**src/pkg/pcb_defs.vh**
```
`ifndef PCB_DEFS_VH
`define PCB_DEFS_VH
// ----------------------------------------
// register byte offsets
// ----------------------------------------
`define PCB_OFS_PLL_CTRL 5'h00
`define PCB_OFS_PLL_BW 5'h04
`define PCB_OFS_BRK_FLAG 5'h08
`define PCB_OFS_IRQ_STAT 5'h0C
`define PCB_OFS_IRQ_MASK 5'h10
// ----------------------------------------
// pll_control_reg fields
// ----------------------------------------
`define PCB_CTL_IE_BIT 7
`define PCB_CTL_IF_BIT 6
`define PCB_CTL_ON_BIT 5
`define PCB_CTL_BCS_BIT 4
`define PCB_CTL_UNUSED 4'hF
// ----------------------------------------
// pll_bandwidth_reg fields
// ----------------------------------------
`define PCB_BW_AUTO_BIT 7
`define PCB_BW_LOCK_BIT 6
`define PCB_BW_ACQ_BIT 5
// ----------------------------------------
// break_flag_control_reg and irq fields
// ----------------------------------------
`define PCB_BRK_BREAK_CLEAR_ENABLE_BIT 7
`define PCB_IRQ_LOCKCHG_BIT 0
`define PCB_IRQ_STOP_BIT 1
`define PCB_IRQ_WIDTH 2
// ----------------------------------------
// reset values
// ----------------------------------------
`define PCB_RST_CTRL 8'h00
`define PCB_RST_BW 8'h00
`define PCB_RST_BRK 8'h00
`define PCB_RST_MASK 2'h0
// ----------------------------------------
// bus responses
// ----------------------------------------
`define PCB_RESP_OKAY 2'h0
`define PCB_RESP_SLVERR 2'h2
`endif

```
**src/core/pcb_top.v**
```verilog
// Functional notes
// - stop forces all clock outputs low
// - stop clears base clock select when VCO
// - after stop, crystal/2 drives base; select stays clear
// - break clears allowed when clear-enable set
// - clear-enable zero protects PLL flag in break
// - auto mode: acquisition bit sets within tracking tolerance
// - auto mode: lock bit sets within lock tolerance
// - select one: VCO/2, zero: crystal/2
// - lock change sets flag; enable gates interrupt
// - acquisition bit read-only auto, writable manual
// - lock read-only auto, reads zero manual
`include "pcb_defs.vh"

module pcb_top (
    input wire CLK_SYS_I,
    input wire RESETN_I,
    // clock source ticks, one-cycle enables
    input wire XTAL_TICK_I,
    input wire VCO_TICK_I,
    // cpu and loop status
    input wire STOP_I,
    input wire WAKE_I,
    input wire BREAK_I,
    input wire TRK_TOL_OK_I,
    input wire LOCK_TOL_OK_I,
    // axi4-lite slave
    input wire [4:0] S_AXI_AWADDR_I,
    input wire S_AXI_AWVALID_I,
    output reg S_AXI_AWREADY_O,
    input wire [31:0] S_AXI_WDATA_I,
    input wire [3:0] S_AXI_WSTRB_I,
    input wire S_AXI_WVALID_I,
    output reg S_AXI_WREADY_O,
    output reg [1:0] S_AXI_BRESP_O,
    output reg S_AXI_BVALID_O,
    input wire S_AXI_BREADY_I,
    input wire [4:0] S_AXI_ARADDR_I,
    input wire S_AXI_ARVALID_I,
    output reg S_AXI_ARREADY_O,
    output reg [31:0] S_AXI_RDATA_O,
    output reg [1:0] S_AXI_RRESP_O,
    output reg S_AXI_RVALID_O,
    input wire S_AXI_RREADY_I,
    // clock outputs and interrupts
    output reg CRYSTAL_CLOCK_OUT_O,
    output reg BASE_CLOCK_OUT_O,
    output reg CLOCKGEN_INTERRUPT_OUT_O,
    output reg STOPPED_O,
    output reg IRQ_O
);

    // ----------------------------------------
    // reset synchroniser
    // ----------------------------------------
    reg rst_meta_reg;
    reg rst_sync_reg;

    // release the async reset through two flops
    always @(posedge CLK_SYS_I or negedge RESETN_I) begin
        if (!RESETN_I) begin
            rst_meta_reg <= 1'b0;
            rst_sync_reg <= 1'b0;
        end else begin
            rst_meta_reg <= 1'b1;
            rst_sync_reg <= rst_meta_reg;
        end
    end

    wire rst_n = rst_sync_reg;

    // ----------------------------------------
    // state
    // ----------------------------------------
    reg pll_interrupt_enable_reg;
    reg pll_interrupt_flag_reg;
    reg pll_on_reg;
    reg base_clock_select_reg;
    reg auto_mode_reg;
    reg lock_reg;
    reg acq_auto_reg;
    reg acq_manual_reg;
    reg break_clear_enable_reg;
    reg [`PCB_IRQ_WIDTH-1:0] irq_stat_reg;
    reg [`PCB_IRQ_WIDTH-1:0] irq_mask_reg;
    reg stop_reg;

    // bus handshake state
    reg aw_held_reg;
    reg w_held_reg;
    reg [4:0] aw_addr_reg;
    reg [31:0] w_data_reg;
    reg [3:0] w_strb_reg;

    // ----------------------------------------
    // helpers
    // ----------------------------------------
    function is_mapped;
        input [4:0] addr;
        begin
            is_mapped = (addr == `PCB_OFS_PLL_CTRL) || (addr == `PCB_OFS_PLL_BW) ||
                        (addr == `PCB_OFS_BRK_FLAG) || (addr == `PCB_OFS_IRQ_STAT) ||
                        (addr == `PCB_OFS_IRQ_MASK);
        end
    endfunction

    // ----------------------------------------
    // write channel decode
    // ----------------------------------------
    wire aw_take = S_AXI_AWVALID_I && S_AXI_AWREADY_O;
    wire w_take = S_AXI_WVALID_I && S_AXI_WREADY_O;
    wire wr_fire = aw_held_reg && w_held_reg && !S_AXI_BVALID_O;
    wire wr_lane0 = wr_fire && w_strb_reg[0];
    wire wr_ctrl = wr_lane0 && (aw_addr_reg == `PCB_OFS_PLL_CTRL);
    wire wr_bw = wr_lane0 && (aw_addr_reg == `PCB_OFS_PLL_BW);
    wire wr_brk = wr_lane0 && (aw_addr_reg == `PCB_OFS_BRK_FLAG);
    wire wr_mask = wr_lane0 && (aw_addr_reg == `PCB_OFS_IRQ_MASK);
    wire [7:0] wbyte = w_data_reg[7:0];

    // ----------------------------------------
    // read channel decode
    // ----------------------------------------
    wire ar_take = S_AXI_ARVALID_I && S_AXI_ARREADY_O;
    wire rd_ctrl = ar_take && (S_AXI_ARADDR_I == `PCB_OFS_PLL_CTRL);
    wire rd_stat = ar_take && (S_AXI_ARADDR_I == `PCB_OFS_IRQ_STAT);
    // clears are honoured outside break, or in break with clear-enable set
    wire clr_allowed = !BREAK_I || break_clear_enable_reg;

    // ----------------------------------------
    // stop mode
    // ----------------------------------------
    // stop holds the generator off until the wake event
    always @(posedge CLK_SYS_I or negedge rst_n) begin
        if (!rst_n) begin
            stop_reg <= 1'b0;
        end else if (STOP_I) begin
            stop_reg <= 1'b1;
        end else if (WAKE_I) begin
            stop_reg <= 1'b0;
        end
    end

    // ----------------------------------------
    // pll_control_reg
    // ----------------------------------------
    // select may only be set with pll on; pll cannot drop while selected
    always @(posedge CLK_SYS_I or negedge rst_n) begin
        if (!rst_n) begin
            pll_interrupt_enable_reg <= |(`PCB_RST_CTRL & (8'h01 << `PCB_CTL_IE_BIT));
            pll_on_reg <= 1'b0;
            base_clock_select_reg <= 1'b0;
        end else begin
            if (wr_ctrl) begin
                pll_interrupt_enable_reg <= wbyte[`PCB_CTL_IE_BIT];
                if (wbyte[`PCB_CTL_ON_BIT] || !base_clock_select_reg) begin
                    pll_on_reg <= wbyte[`PCB_CTL_ON_BIT];
                end
                if (pll_on_reg || !wbyte[`PCB_CTL_BCS_BIT]) begin
                    base_clock_select_reg <= wbyte[`PCB_CTL_BCS_BIT];
                end
            end
            // stop drops the vco source; it stays clear until rewritten
            if (STOP_I || stop_reg) begin
                base_clock_select_reg <= 1'b0;
            end
        end
    end

    // ----------------------------------------
    // pll_bandwidth_reg
    // ----------------------------------------
    // manual acquisition value is kept aside while auto mode runs
    always @(posedge CLK_SYS_I or negedge rst_n) begin
        if (!rst_n) begin
            auto_mode_reg <= 1'b0;
            acq_manual_reg <= 1'b0;
        end else if (wr_bw) begin
            auto_mode_reg <= wbyte[`PCB_BW_AUTO_BIT];
            if (!auto_mode_reg) begin
                acq_manual_reg <= wbyte[`PCB_BW_ACQ_BIT];
            end
        end
    end

    // ----------------------------------------
    // automatic acquisition and lock status
    // ----------------------------------------
    // status follows the loop tolerance detectors only in auto mode
    always @(posedge CLK_SYS_I or negedge rst_n) begin
        if (!rst_n) begin
            acq_auto_reg <= 1'b0;
            lock_reg <= 1'b0;
        end else if (auto_mode_reg && pll_on_reg) begin
            acq_auto_reg <= TRK_TOL_OK_I;
            lock_reg <= LOCK_TOL_OK_I;
        end else begin
            acq_auto_reg <= 1'b0;
            lock_reg <= 1'b0;
        end
    end

    wire lock_next = (auto_mode_reg && pll_on_reg) ? LOCK_TOL_OK_I : 1'b0;
    wire lock_change = auto_mode_reg && (lock_next != lock_reg);

    // ----------------------------------------
    // pll interrupt flag
    // ----------------------------------------
    // a lock change in the same cycle as a clearing read wins
    always @(posedge CLK_SYS_I or negedge rst_n) begin
        if (!rst_n) begin
            pll_interrupt_flag_reg <= 1'b0;
        end else if (lock_change) begin
            pll_interrupt_flag_reg <= 1'b1;
        end else if (!auto_mode_reg) begin
            pll_interrupt_flag_reg <= 1'b0;
        end else if (rd_ctrl && clr_allowed) begin
            pll_interrupt_flag_reg <= 1'b0;
        end
    end

    // ----------------------------------------
    // break flag control
    // ----------------------------------------
    // clear-enable resets to zero so the flag is protected by default
    always @(posedge CLK_SYS_I or negedge rst_n) begin
        if (!rst_n) begin
            break_clear_enable_reg <= |(`PCB_RST_BRK & (8'h01 << `PCB_BRK_BREAK_CLEAR_ENABLE_BIT));
        end else if (wr_brk) begin
            break_clear_enable_reg <= wbyte[`PCB_BRK_BREAK_CLEAR_ENABLE_BIT];
        end
    end

    // ----------------------------------------
    // interrupt status and mask
    // ----------------------------------------
    wire [`PCB_IRQ_WIDTH-1:0] irq_events = {STOP_I && !stop_reg, lock_change};

    // sticky events; a read clears, a new event in that cycle survives
    always @(posedge CLK_SYS_I or negedge rst_n) begin
        if (!rst_n) begin
            irq_stat_reg <= {`PCB_IRQ_WIDTH{1'b0}};
            irq_mask_reg <= `PCB_RST_MASK;
        end else begin
            if (rd_stat && clr_allowed) begin
                irq_stat_reg <= irq_events;
            end else begin
                irq_stat_reg <= irq_stat_reg | irq_events;
            end
            if (wr_mask) begin
                irq_mask_reg <= wbyte[`PCB_IRQ_WIDTH-1:0];
            end
        end
    end

    // ----------------------------------------
    // clock outputs
    // ----------------------------------------
    // crystal and base outputs toggle on their source tick, giving divide by two
    always @(posedge CLK_SYS_I or negedge rst_n) begin
        if (!rst_n) begin
            CRYSTAL_CLOCK_OUT_O <= 1'b0;
            BASE_CLOCK_OUT_O <= 1'b0;
            CLOCKGEN_INTERRUPT_OUT_O <= 1'b0;
            STOPPED_O <= 1'b0;
            IRQ_O <= 1'b0;
        end else begin
            STOPPED_O <= stop_reg;
            IRQ_O <= |(irq_stat_reg & irq_mask_reg);
            if (STOP_I || stop_reg) begin
                CRYSTAL_CLOCK_OUT_O <= 1'b0;
                BASE_CLOCK_OUT_O <= 1'b0;
                CLOCKGEN_INTERRUPT_OUT_O <= 1'b0;
            end else begin
                if (XTAL_TICK_I) begin
                    CRYSTAL_CLOCK_OUT_O <= !CRYSTAL_CLOCK_OUT_O;
                end
                if (base_clock_select_reg ? VCO_TICK_I : XTAL_TICK_I) begin
                    BASE_CLOCK_OUT_O <= !BASE_CLOCK_OUT_O;
                end
                CLOCKGEN_INTERRUPT_OUT_O <= pll_interrupt_flag_reg &&
                                            pll_interrupt_enable_reg && auto_mode_reg;
            end
        end
    end

    // ----------------------------------------
    // axi write channels
    // ----------------------------------------
    // address and data are held independently, then one response
    always @(posedge CLK_SYS_I or negedge rst_n) begin
        if (!rst_n) begin
            aw_held_reg <= 1'b0;
            w_held_reg <= 1'b0;
            aw_addr_reg <= 5'h00;
            w_data_reg <= 32'h0000_0000;
            w_strb_reg <= 4'h0;
            S_AXI_AWREADY_O <= 1'b0;
            S_AXI_WREADY_O <= 1'b0;
            S_AXI_BVALID_O <= 1'b0;
            S_AXI_BRESP_O <= `PCB_RESP_OKAY;
        end else begin
            if (aw_take) begin
                aw_held_reg <= 1'b1;
                aw_addr_reg <= S_AXI_AWADDR_I;
            end
            if (w_take) begin
                w_held_reg <= 1'b1;
                w_data_reg <= S_AXI_WDATA_I;
                w_strb_reg <= S_AXI_WSTRB_I;
            end
            S_AXI_AWREADY_O <= !aw_held_reg && !aw_take && !S_AXI_BVALID_O;
            S_AXI_WREADY_O <= !w_held_reg && !w_take && !S_AXI_BVALID_O;
            if (wr_fire) begin
                aw_held_reg <= 1'b0;
                w_held_reg <= 1'b0;
                S_AXI_AWREADY_O <= 1'b0;
                S_AXI_WREADY_O <= 1'b0;
                S_AXI_BVALID_O <= 1'b1;
                S_AXI_BRESP_O <= is_mapped(aw_addr_reg) ? `PCB_RESP_OKAY : `PCB_RESP_SLVERR;
            end else if (S_AXI_BVALID_O && S_AXI_BREADY_I) begin
                S_AXI_BVALID_O <= 1'b0;
            end
        end
    end

    // ----------------------------------------
    // axi read channel
    // ----------------------------------------
    reg [7:0] rd_byte;
    // read mux; manual mode hides lock and the auto acquisition status
    always @* begin
        rd_byte = 8'h00;
        case (S_AXI_ARADDR_I)
            `PCB_OFS_PLL_CTRL: rd_byte = {pll_interrupt_enable_reg,
                                          pll_interrupt_flag_reg && auto_mode_reg,
                                          pll_on_reg, base_clock_select_reg, `PCB_CTL_UNUSED};
            `PCB_OFS_PLL_BW: rd_byte = {auto_mode_reg, lock_reg && auto_mode_reg,
                                        auto_mode_reg ? acq_auto_reg : acq_manual_reg,
                                        5'h00};
            `PCB_OFS_BRK_FLAG: rd_byte = {break_clear_enable_reg, 7'h00};
            `PCB_OFS_IRQ_STAT: rd_byte = {6'h00, irq_stat_reg};
            `PCB_OFS_IRQ_MASK: rd_byte = {6'h00, irq_mask_reg};
            default: rd_byte = 8'h00;
        endcase
    end

    // answer in the cycle after the address is taken
    always @(posedge CLK_SYS_I or negedge rst_n) begin
        if (!rst_n) begin
            S_AXI_ARREADY_O <= 1'b0;
            S_AXI_RVALID_O <= 1'b0;
            S_AXI_RDATA_O <= 32'h0000_0000;
            S_AXI_RRESP_O <= `PCB_RESP_OKAY;
        end else begin
            S_AXI_ARREADY_O <= !S_AXI_RVALID_O && !ar_take;
            if (ar_take) begin
                S_AXI_ARREADY_O <= 1'b0;
                S_AXI_RVALID_O <= 1'b1;
                S_AXI_RDATA_O <= {24'h000000, rd_byte};
                S_AXI_RRESP_O <= is_mapped(S_AXI_ARADDR_I) ? `PCB_RESP_OKAY :
                                 `PCB_RESP_SLVERR;
            end else if (S_AXI_RVALID_O && S_AXI_RREADY_I) begin
                S_AXI_RVALID_O <= 1'b0;
            end
        end
    end

endmodule

```
**config.mk**
```make
export PLATFORM = sky130hd
export DESIGN_NAME = pcb_top
export DESIGN_NICKNAME = d
export VERILOG_FILES = /design/src/core/pcb_top.v
export VERILOG_INCLUDE_DIRS = /design/src /design/src/pkg
export SDC_FILE = /design/constraint.sdc
export NUM_CORES = 1
export LEC_CHECK = 0
export BUFFER_PORTS_ARGS = -buffer_cell sky130_fd_sc_hd__clkbuf_2
export CAP_MARGIN = 20
export CORE_ASPECT_RATIO = 0.8
export CORE_MARGIN = 4
export CORE_UTILIZATION = 40
export CTS_BUF_LIST = sky130_fd_sc_hd__clkbuf_4
export DETAILED_ROUTE_END_ITERATION = 7
export GPL_TIMING_DRIVEN = 0
export PLACE_DENSITY = 0.75
export SYNTH_ARGS = -nofsm -noshare
export SYNTH_HDL_FRONTEND = slang
export SYNTH_SLANG_ARGS = --single-unit
```
**constraint.sdc**
```tcl
create_clock -name CLK_SYS_I -period 1.79 [get_ports CLK_SYS_I]
set_input_delay 0.2685 -clock CLK_SYS_I [delete_from_list [all_inputs] [get_ports CLK_SYS_I]]
set_output_delay 0.2685 -clock CLK_SYS_I [all_outputs]
set_load 0.05 [all_outputs]
```
==> flow_summary.ini <==
[final_layout]
largest_reg_flops = 7
postLayoutCoreUtil_pct = 52.2
nets = 329
fill_cells = 468
syn_to_final_growth_pct = 23.3
multi_input_area_um2 = 827
diodes = 0
drive_gt1_share_pct = 39.6
layout.cells.non_filler = 332
seqCellArea_um2 = 1200

[grt]
grt.total_usage_pct = 13.0
grt_pass1_wl_mm = 6.96
globalRoute.totalOverflow = 0
grt_max_degree = 29
grt_pass1_vias = 1588
antenna_found_initial = 0

[timing]
fmax_ghz = 0.553
setup_ws_ps = -19.4
fin_crit_sh_pct = 101
rsz0062_at_grt = yes
final.setup_skew_ps = 6.50
slew_violations = 0
setup_viol = 2
finalHoldViolations = 0
period_needed_ps = 1810
hold_slack_ps = 81.2

[synthesis]
syn_area_per_cell_um2 = 11.7
yosys_warnings = 0
seq_area_frac_synth_pct = 55.0
synth_area_um2 = 2180
synth_xor_xnor_area_share_pct = 1.20
yosysUniqueCellTypes = 38
synth_edf_count = 0
synth_cells = 187
synth-simple-area-share_pct = 12.0
ys.flop_type = dfrtp_1
ys_seq_elements = 48
synth_mux_area_share_pct = 11.0
synth_top_family_by_area = simple AND/OR/NAND/NOR gates
synth_adder_area_share_pct = 0
async_flop_share_pct = 100
synth_compound_area_share_pct = 8.71

[clocking]
cts_tree = done
cts_htree_levels = 2
clk_path_buf_depth = 2
insertion_delay_ps = 350
cts.sink_count = 48
cts_buffers = 5
ctsRootBufferMaster = clkbuf_4
clkTransAtPathRegs_ps = 120

[place]
place_inst = 322
dp_hpwl_mm = 3.25
gp_congestion = 0.789
pre_cts_ws_ps = -4.34
io_buffers = 47

[critical_path]
worstPathMaxFanout = 6
path_class = flip-flop to flip-flop
crit_path_end_kind = flip-flop
cp_data_arrival_time_ps = 2050
startpoint_type = flip-flop
worstPathRequired_ps = 2030

[pwr]
irDropWorstVdd_uv = 858
power_w = 0.00331
power.density_nw_per_um2 = 1230
leakagePower_nw = 1.42

[drt]
vias = 1528
viasPerCell = 4.60
drc = 0
dr.pass1.iters = 4
ant_nets = 0
drtIter0Drc = 45
drt_wl_total_mm = 4.08
wl_per_cell_um = 12.3

[run]
max_cap_violations = 0

[floorplanning]
die_height_um = 74.1
io_pins = 106
fp-row-count = 23
die_w_um = 90.6
fp.coreArea_um2 = 5150
initial_utilization_pct = 42.4
dieArea_um2 = 6710

[hold_path]
min_path_type = input port to flip-flop

[run_status]
status = complete, but fails checks
violations = negative setup slack
==> where the power goes <==
group | internal, W | total [W] | switching [W]
Combinational | 0.000452 | 0.00118 | 0.000728
Clock | 0.000182 | 0.000490 | 0.000308
Sequential | 0.00139 | 0.00164 | 0.000248
Total | 0.00202 | 0.00331 | 0.00128
==> critical path, stage by stage, from the launching register on <==
cell     delay (ps)
dfrtp_1         410
or4_4           580
or3_4           410
mux2_4          300
==> layer usage <==
layer  track usage [%]  share of wire, %  up-vias
met5                 0                 0        -
met4              4.92               1.1        0
met3              4.45               7.4        5
met2              22.0                46       49
met1              15.6                45      712
li1                  -                 -      762
==> layout by cell type, fill, tap and decap left out, types with 2 or more instances in the layout <==
cell type  synthesis  routed
dfrtp_1           48      47
clkbuf_2           0      47
buf_4             27      28
conb_1             2      27
mux2_2            16      16
inv_1              9       9
nand2_1            8       8
nor3_1             7       7
clkbuf_4           0       7
nor2_1             6       6
o21ai_0            6       6
clkbuf_1           5       5
a22o_1             5       5
a21oi_1            5       5
and3_1             3       3
nand3_1            3       3
mux2i_1            3       3
a211oi_1           3       3
xor2_1             2       2
o22ai_1            2       2
and2_1             2       2
a221o_1            2       2
or4_1              2       2
nor4b_1            2       2
mux2_4             2       2
nand3b_1           2       2
==> Yosys cell counts, types with 3 or more instances <==
library cell	count	area share, %
nand3_1	3	0.69
nor2_1	6	1.0
clkbuf_1	5	0.86
dfrtp_1	48	55
nor3_1	7	1.6
and3_1	3	0.86
a21oi_1	5	1.1
a211oi_1	3	1.0
o21ai_0	6	1.4
mux2i_1	3	1.4
mux2_2	16	8.3
nand2_1	8	1.4
buf_4	27	9.3
a22o_1	5	2.0
inv_1	9	1.5
==> what timing repair did <==
action | in CTS | in global routing
gates resized for setup | 0 | 1
buffers inserted | 0 | 1
hold buffers | 1 | 0
pin swaps | 1 | 0
setup endpoints to repair | 2 | 6
endpoints found under the hold margin | 2 | 0
gates cloned | 0 | 0
==> through the flow <==
stage	cell area, um^2	TNS [ps]
2_1_floorplan	2280	0
3_3_place_gp	2590	-6370
3_5_place_dp	2610	-4.34
4_1_cts	2680	-54.6
5_1_grt	2690	-196
6_report	2690	-34.8
==> worst paths after layout <==
path                            slack [ps]                         endpoint  cells past startpoint                  startpoint
worst min register to register         210  CRYSTAL_CLOCK_OUT_O$_DFFE_PN0P_                      0             rst_n$_DFF_PN0_
worst max register to register         -20      irq_mask_reg[0]$_DFFE_PN0P_                      3  aw_addr_reg[0]$_DFFE_PN0P_
worst max-delay path                   -20      irq_mask_reg[0]$_DFFE_PN0P_                      3  aw_addr_reg[0]$_DFFE_PN0P_
max in group asynchronous             1100      irq_mask_reg[1]$_DFFE_PN0P_                      1             rst_n$_DFF_PN0_
worst min-delay path                    80       S_AXI_BVALID_O$_DFFE_PN0P_                      2              S_AXI_BREADY_I
min in group asynchronous              210  CRYSTAL_CLOCK_OUT_O$_DFFE_PN0P_                      0             rst_n$_DFF_PN0_
==> cell type report <==
class	count	share of cell area, %
plain buffers	32	8.23
clock buffers	7	1.95
clock inverters	1	0.139
inverters	9	1.26
multi-input cells	123	30.7
flip-flops and latches	48	44.7
well taps	62	2.88
repair buffers	50	10.1
==> kinds of logic (layout without fill, tap and decap cells) <==
logic type | Yosys count | count (layout)
flip-flops | 48 | 48
buffers and inverters | 41 | 99
XOR/XNOR | 3 | 3
multiplexers | 21 | 21
AO/OA/AOI/OAI | 27 | 27
AND/OR/NAND/NOR | 45 | 45
other | 2 | 27
Power figures use the tool's default switching activity.
